===== config.mk =====
export PLATFORM = sky130hd
export DESIGN_NAME = error_check_enable_register
export DESIGN_NICKNAME = d
export VERILOG_FILES = /design/src/common/errchk_pkg.sv /design/src/rtl/error_check_enable_register.sv /design/src/rtl/master_clock_counter.sv
export VERILOG_INCLUDE_DIRS = /design/src /design/src/common
export SDC_FILE = /design/constraint.sdc
export NUM_CORES = 1
export LEC_CHECK = 0
export BUFFER_PORTS_ARGS = -buffer_cell sky130_fd_sc_hd__buf_2
export CAP_MARGIN = 20
export CORE_MARGIN = 3
export CORE_UTILIZATION = 35
export DETAILED_ROUTE_END_ITERATION = 8
export PLACE_DENSITY_LB_ADDON = 0.05
export SYNTH_ARGS = -nofsm -noshare
export SYNTH_HDL_FRONTEND = slang
export SYNTH_SLANG_ARGS = --single-unit

===== constraint.sdc =====
create_clock -name ref_clk -period 2.4 [get_ports ref_clk]
set_clock_uncertainty 0.2 [all_clocks]
set_input_delay 0.24 -clock ref_clk [delete_from_list [all_inputs] [get_ports ref_clk]]
set_output_delay 0.24 -clock ref_clk [all_outputs]
set_load 0.005 [all_outputs]

===== src/common/errchk_cfg.svh =====
`ifndef ERRCHK_CFG_SVH
`define ERRCHK_CFG_SVH

// Register port geometry
`define REG_ADDR_W 6
`define REG_DATA_W 16

// Register addresses
`define ADDR_ERROR_ENABLE 6'h07
`define ADDR_ERROR_FLAGS 6'h06
`define ADDR_CLOCK_COUNT 6'h0a

// Enable register reset value and reserved field
`define ENABLE_RESET 16'h0040
`define ENABLE_RSV_MASK 16'he000

// Enable register bit positions
`define BIT_MASTER_CLOCK_COUNTER_ON 12
`define BIT_POSITIVE_INPUT_RANGE_CHECK_ON 11
`define BIT_NEGATIVE_INPUT_RANGE_CHECK_ON 10
`define BIT_REFERENCE_RANGE_CHECK_ON 9
`define BIT_REFERENCE_DETECT_CHECK_ON 3

// Flag register bit positions
`define FLAG_POSITIVE_INPUT_RANGE 3
`define FLAG_NEGATIVE_INPUT_RANGE 2
`define FLAG_REFERENCE_RANGE 1
`define FLAG_REFERENCE_MISSING 0
`define FLAG_COUNT 4

// Clock counter width
`define CLOCK_COUNT_W 16

`endif


===== src/common/errchk_pkg.sv =====
package errchk_pkg;

    typedef logic [15:0] reg_word_type;
    typedef logic [5:0] reg_addr_type;
    typedef logic [3:0] flag_vec_type;

endpackage


===== src/rtl/error_check_enable_register.sv =====
// Notes on behaviour
// - The enable register sits at address 0x07 and resets to 0x0040.
// - Bits 11, 10, 9 and 3 each gate one flag, which rises only while enabled.
// - Bit 12 runs the clock counter, resets to 0; count is readable.
// - Bit 11 lets the positive input range fault set its flag, resets to 0.
// - Bit 10 lets the negative input range fault set its flag, resets to 0.
// - Bit 9 lets the reference range fault set its flag, resets to 0.
// - Bit 3 lets the missing reference fault set its flag, resets to 0.
// - Bits 15 to 13 are reserved, read-only and read as zero.
// - Writing 1 to a flag clears it unless its enabled fault is present in that cycle; writing 0 leaves it unchanged.
`timescale 1ns/1ps
`include "errchk_cfg.svh"

module error_check_enable_register
    import errchk_pkg::*;
(
    // Clock and reset
    input wire logic ref_clk,
    input wire logic rst,
    // Decoded register port from the serial interface
    input wire logic [`REG_ADDR_W-1:0] reg_addr,
    input wire logic [`REG_DATA_W-1:0] reg_wdata,
    input wire logic reg_write,
    input wire logic reg_read,
    output logic [`REG_DATA_W-1:0] reg_rdata,
    output logic reg_rvalid,
    // Fault conditions from the analog monitors
    input wire logic positive_analog_input_fault,
    input wire logic negative_analog_input_fault,
    input wire logic external_reference_input_fault,
    input wire logic external_reference_input_missing,
    // Status
    output logic [`REG_DATA_W-1:0] error_flag_enable,
    output logic [`FLAG_COUNT-1:0] error_flags,
    output logic [`CLOCK_COUNT_W-1:0] clock_count
);

    reg_word_type enable_q, enable_d;
    flag_vec_type flag_q, flag_d;
    flag_vec_type fault_in;
    flag_vec_type gate;
    flag_vec_type clear;
    reg_word_type rdata_q, rdata_d;
    logic rvalid_q, rvalid_d;
    logic write_enable_reg;
    logic write_flag_reg;
    logic master_clock_counter_on;
    logic positive_input_range_check_on;
    logic negative_input_range_check_on;
    logic reference_range_check_on;
    logic reference_detect_check_on;

    // Address decode
    assign write_enable_reg = reg_write && reg_addr == `ADDR_ERROR_ENABLE;
    assign write_flag_reg = reg_write && reg_addr == `ADDR_ERROR_FLAGS;

    assign master_clock_counter_on = enable_q[`BIT_MASTER_CLOCK_COUNTER_ON];
    assign positive_input_range_check_on =
        enable_q[`BIT_POSITIVE_INPUT_RANGE_CHECK_ON];
    assign negative_input_range_check_on =
        enable_q[`BIT_NEGATIVE_INPUT_RANGE_CHECK_ON];
    assign reference_range_check_on =
        enable_q[`BIT_REFERENCE_RANGE_CHECK_ON];
    assign reference_detect_check_on =
        enable_q[`BIT_REFERENCE_DETECT_CHECK_ON];

    always_comb
    begin
        enable_d = enable_q;
        if (write_enable_reg)
        begin
            enable_d = reg_wdata & ~`ENABLE_RSV_MASK;
        end
    end

    always_ff @(posedge ref_clk or posedge rst)
    begin
        if (rst)
        begin
            enable_q <= `ENABLE_RESET;
        end
        else
        begin
            enable_q <= enable_d;
        end
    end

    // gates from stored enables
    // A write therefore acts a cycle later, never in its own cycle
    assign fault_in[`FLAG_POSITIVE_INPUT_RANGE] = positive_analog_input_fault;
    assign fault_in[`FLAG_NEGATIVE_INPUT_RANGE] = negative_analog_input_fault;
    assign fault_in[`FLAG_REFERENCE_RANGE] = external_reference_input_fault;
    assign fault_in[`FLAG_REFERENCE_MISSING] =
        external_reference_input_missing;
    assign gate[`FLAG_POSITIVE_INPUT_RANGE] = positive_input_range_check_on;
    assign gate[`FLAG_NEGATIVE_INPUT_RANGE] = negative_input_range_check_on;
    assign gate[`FLAG_REFERENCE_RANGE] = reference_range_check_on;
    assign gate[`FLAG_REFERENCE_MISSING] = reference_detect_check_on;

    genvar i;
    generate
        for (i = 0; i < `FLAG_COUNT; i++)
        begin : g_flag
            assign clear[i] = write_flag_reg && reg_wdata[i];
            // set only when enabled, and set wins over clear
            assign flag_d[i] = (fault_in[i] && gate[i]) ||
                (flag_q[i] && !clear[i]);
        end
    endgenerate

    always_ff @(posedge ref_clk or posedge rst)
    begin
        if (rst)
        begin
            flag_q <= '0;
        end
        else
        begin
            flag_q <= flag_d;
        end
    end

    master_clock_counter #(
        .WIDTH(`CLOCK_COUNT_W)
    ) u_counter (
        .ref_clk(ref_clk),
        .rst(rst),
        .count_on(master_clock_counter_on),
        .count_q(clock_count)
    );

    // Read path; unmapped addresses return zero
    always_comb
    begin
        rdata_d = rdata_q;
        rvalid_d = reg_read;
        if (reg_read)
        begin
            case (reg_addr)
                `ADDR_ERROR_ENABLE: rdata_d = enable_q;
                `ADDR_ERROR_FLAGS:
                    rdata_d = {{(`REG_DATA_W-`FLAG_COUNT){1'b0}}, flag_q};
                `ADDR_CLOCK_COUNT: rdata_d = clock_count;
                default: rdata_d = '0;
            endcase
        end
    end

    always_ff @(posedge ref_clk or posedge rst)
    begin
        if (rst)
        begin
            rdata_q <= '0;
            rvalid_q <= 1'b0;
        end
        else
        begin
            rdata_q <= rdata_d;
            rvalid_q <= rvalid_d;
        end
    end

    assign reg_rdata = rdata_q;
    assign reg_rvalid = rvalid_q;
    assign error_flag_enable = enable_q;
    assign error_flags = flag_q;

    chk_enable_write: assert property (
        @(posedge ref_clk) disable iff (rst)
        write_enable_reg |=>
        enable_q == ($past(reg_wdata) & ~`ENABLE_RSV_MASK))
        else $error("enable register did not take the write");

    chk_reserved_zero: assert property (
        @(posedge ref_clk) disable iff (rst)
        (enable_q & `ENABLE_RSV_MASK) == 16'h0000)
        else $error("reserved enable bits not zero");

    chk_positive_gate: assert property (
        @(posedge ref_clk) disable iff (rst)
        $rose(flag_q[`FLAG_POSITIVE_INPUT_RANGE]) |->
        $past(positive_input_range_check_on) &&
        $past(positive_analog_input_fault))
        else $error("positive input flag rose while gated off");

    chk_negative_gate: assert property (
        @(posedge ref_clk) disable iff (rst)
        negative_analog_input_fault && negative_input_range_check_on |=>
        flag_q[`FLAG_NEGATIVE_INPUT_RANGE])
        else $error("negative input fault not flagged");

    chk_reference_gate: assert property (
        @(posedge ref_clk) disable iff (rst)
        !flag_q[`FLAG_REFERENCE_RANGE] && !reference_range_check_on |=>
        !flag_q[`FLAG_REFERENCE_RANGE])
        else $error("reference range flag set while disabled");

    chk_detect_late: assert property (
        @(posedge ref_clk) disable iff (rst)
        write_enable_reg && !flag_q[`FLAG_REFERENCE_MISSING] &&
        !reference_detect_check_on |=> !flag_q[`FLAG_REFERENCE_MISSING])
        else $error("new enable acted in the write cycle");

    chk_w1c_clear: assert property (
        @(posedge ref_clk) disable iff (rst)
        write_flag_reg && reg_wdata[`FLAG_REFERENCE_RANGE] &&
        !external_reference_input_fault |=> !flag_q[`FLAG_REFERENCE_RANGE])
        else $error("write one did not clear the flag");

    chk_set_wins: assert property (
        @(posedge ref_clk) disable iff (rst)
        write_flag_reg && positive_analog_input_fault &&
        positive_input_range_check_on |=>
        flag_q[`FLAG_POSITIVE_INPUT_RANGE])
        else $error("event lost against clear");

    chk_count_runs: assert property (
        @(posedge ref_clk) disable iff (rst)
        master_clock_counter_on |=>
        clock_count == $past(clock_count) + 16'h0001)
        else $error("clock counter did not advance");

    chk_count_holds: assert property (
        @(posedge ref_clk) disable iff (rst)
        !master_clock_counter_on [*2] |-> $stable(clock_count))
        else $error("clock counter moved while off");

endmodule


===== src/rtl/master_clock_counter.sv =====
`timescale 1ns/1ps
`include "errchk_cfg.svh"

module master_clock_counter
    import errchk_pkg::*;
#(
    parameter int WIDTH = `CLOCK_COUNT_W
)
(
    // Clock and reset
    input wire logic ref_clk,
    input wire logic rst,
    // Control
    input wire logic count_on,
    // Count
    output logic [WIDTH-1:0] count_q
);

    logic [WIDTH-1:0] count_d;

    generate
        if (WIDTH < 1 || WIDTH > `REG_DATA_W)
        begin : g_bad_width
            $error("master_clock_counter: WIDTH must be 1 to 16");
        end
    endgenerate

    // Holds its value while off so software can read the final count
    always_comb
    begin
        count_d = count_q;
        if (count_on)
        begin
            count_d = count_q + {{(WIDTH-1){1'b0}}, 1'b1};
        end
    end

    always_ff @(posedge ref_clk or posedge rst)
    begin
        if (rst)
        begin
            count_q <= '0;
        end
        else
        begin
            count_q <= count_d;
        end
    end

endmodule


==> impl_metrics.csv <==
group,metric,value,unit
outcome,outcome,"completed",
yosys,synth_area,0.00228,mm²
placed_design,dp.cells,341,
sta,max_freq,560,MHz
global_route,grt_use_total,15.5,%
clock_network,clk_latency,300,ps
cells_and_area,stdcell_count,367,
setup_path,critPathBufInv,0,
clock_network,clock_sinks,50,
cells_and_area,diodes,0,
setup_path,crit_path_start_kind,"flip-flop",
sta,tns,0,ps
clock_network,cts_inserted_buffers,5,
die,die_y,86.8,µm
clock_network,cts_root_buffer,"clkbuf_8",
die,die_w,86.8,µm
setup_path,crit_fanout,8,
yosys,synth_top_flop_cell,"dfrtp_1",
setup_path,crit_path_max_incr_delay,510,ps
routing,drtPass1Iterations,4,
clock_network,clk_pin_slew,90,ps
sta,worstMarginPinSlew,509,ps
global_route,overflow,0,
routing,drtAntennaViolNets,0,
routing,drt_iter0_markers,47,
yosys,ys_seq_area_share,54.9,%
pwr,total_power,1.90,mW
yosys,syn_inst,195,
global_route,grt_pass1_vias,1744,
routing,vias_per_cell,4.68,
pwr,power_leakage,1.53,nW
sta,rsz0062_at_grt,"false",
worst_hold_path,min_path_type,"in2reg",
die,coreArea,0.00613,mm²
yosys,yosys_warnings,0,
routing,wire_per_inst,14.9,µm
routing,via_count,1716,
cells_and_area,drive_gt1_share,38.4,%
setup_path,critPathTopFamily,"simple AND/OR/NAND/NOR gates",
cells_and_area,final_nets,322,
cells_and_area,syn_to_final_growth,31.4,%
job,max_cap_violations,0,
placed_design,io_buffers,76,
setup_path,path_cells,"and4_1 > and3_1 > nand4_4 > xnor2_2",
routing,drc_errors,0,
yosys,syn_area_per_cell,11.7,µm²
global_route,grt_max_degree,21,
global_route,antenna_found_initial,0,
clock_network,tritoncts,"built",
setup_path,critPathArrivalTime,1780,ps
yosys,async_flop_share,100,%
setup_path,critical_path_class,"reg2reg",
sta,slew_headroom,66.0,%
clock_network,htreeDepth,2,
setup_path,endpoint_kind,"flip-flop",
sta,post-route-period-util,74.4,%
sta,setup_viol_count_final,0,
die,design.die.area,0.00753,mm²
sta,maxSlewViolCount,0,
yosys,synth.distinct_cells,35,
routing,wirelength,5470,µm
setup_path,crit_required,2400,ps
clock_network,cts_setup_buffers,0,
pwr,vdd_drop_max,0.405,mV
die,io_pins,83,
yosys,synth_edf_count,0,
yosys,ys_ff_latch,50,
placed_design,gp_congestion,0.729,
cells_and_area,fin_util,48.9,%
clock_network,cts_buffer_depth,2,
die,start_util,37.2,%
global_route,grt_pass1_wl,8940,µm
sta,post-route-min-period,1780,ps
placed_design,dp_hpwl,3960,µm
sta,finalHoldViolations,0,
pwr,power-per-cell-area,634,mW/mm²
die,rows,28,
setup_path,cp_slowest_cell,"dfrtp_1",
[cell usage after synthesis (3+ instances only)]
cell | instances | area (µm²)
nand2_1 | 19 | 71.3
o21ai_0 | 4 | 20.0
dfrtp_1 | 49 | 1230
a21oi_1 | 4 | 20.0
buf_4 | 5 | 37.5
and3_1 | 5 | 31.3
mux2_4 | 10 | 150
o22ai_1 | 16 | 100
xnor2_1 | 10 | 87.6
nor2_1 | 4 | 15.0
and4_1 | 3 | 26.3
a22oi_1 | 9 | 67.6
mux2_2 | 4 | 45.0
mux2i_1 | 4 | 40.0
inv_1 | 21 | 78.8
xor2_1 | 4 | 35.0
[layout by cell type, fill, tap and decap left out, drive strengths merged, types with 2 or more instances in the layout]
cell	Yosys	routed
xnor2	11	11
nand4	2	2
nor2	4	4
dlygate4sd3	0	18
o22ai	16	16
nand2	19	19
mux2i	4	4
dfrtp	49	49
conb	1	3
clkbuf	2	8
nand3	3	3
buf	11	82
mux2	14	14
xor2	4	4
nor3b	2	2
a22oi	9	9
and4	3	3
and3	6	6
o21ai	4	4
inv	21	21
a21oi	4	4
[worst paths after layout]
| check | slack (ps) | depth (start not counted) | end | start |
|---|---|---|---|---|
| worst max-delay path | 620 | 4 | u_counter.count_q[15] | error_flag_enable[12] |
| worst min register to register | 330 | 2 | reg_rdata[14] | reg_rdata[14] |
| worst min-delay path | 110 | 2 | reg_rvalid | reg_read |
| max in group asynchronous | 1140 | 4 | error_flag_enable[6] | rst |
| min in group asynchronous | 240 | 3 | reg_rvalid | rst |
| worst max register to register | 620 | 4 | u_counter.count_q[15] | error_flag_enable[12] |
[repair_timing]
item                                    CTS  global route
gates resized for setup                   0             0
hold buffers                             18             0
endpoints found under the setup margin    0             0
endpoints found under the hold margin    31             0
[metal layers]
layer | track usage [%] | routed length, µm
met5 | 0 | 0
met4 | 5.38 | 46
met3 | 3.14 | 224
met2 | 24.4 | 2600
met1 | 21.3 | 2610
[registers in the layout, indices dropped and copies added, names as in the netlist]
name and count:
error_flag_enable 13, error_flags 4, reg_rdata 16, reg_rvalid 1
u_counter.count_q 16
[per-stage QoR]
stage	setup slack [ps]	cell area, µm²	hold WS (ps)
finish	615	3000	108
global route	515	3000	95.0
CTS	599	3000	97.4
detailed placement	595	2710	29.8
global placement	591	2710	31.2
floorplan	760	2290	71.4
[power breakdown]
part	leakage (nW)	internal [mW]	switching, mW	total [mW]
Sequential	0.661	0.927	0.0920	1.02
Clock	0.0575	0.292	0.279	0.570
Combinational	0.809	0.181	0.131	0.312
[cell families (layout without fill, tap and decap cells)]
family | count (synthesis) | in the layout | share of synthesized area [%]
AO/OA/AOI/OAI | 33 | 33 | 9.10
multiplexers | 18 | 18 | 10.3
flip-flops | 50 | 50 | 54.9
AND/OR/NAND/NOR | 43 | 43 | 11.0
XOR/XNOR | 15 | 15 | 6.09
adder cells (fa/ha/maj) | 1 | 1 | 0.548
buffers and inverters | 34 | 129 | 7.90
other | 1 | 3 | 0.164
[area by class of cell]
class                   count  area [µm²]
inverters                  21        78.8
well taps                  75        93.8
fillers                   608        3130
flip-flops and latches     50        1250
repair buffers            100         606
clock buffers               8         110
multi-input cells         113         857
Note: power is estimated with default switching activity, not from simulation.
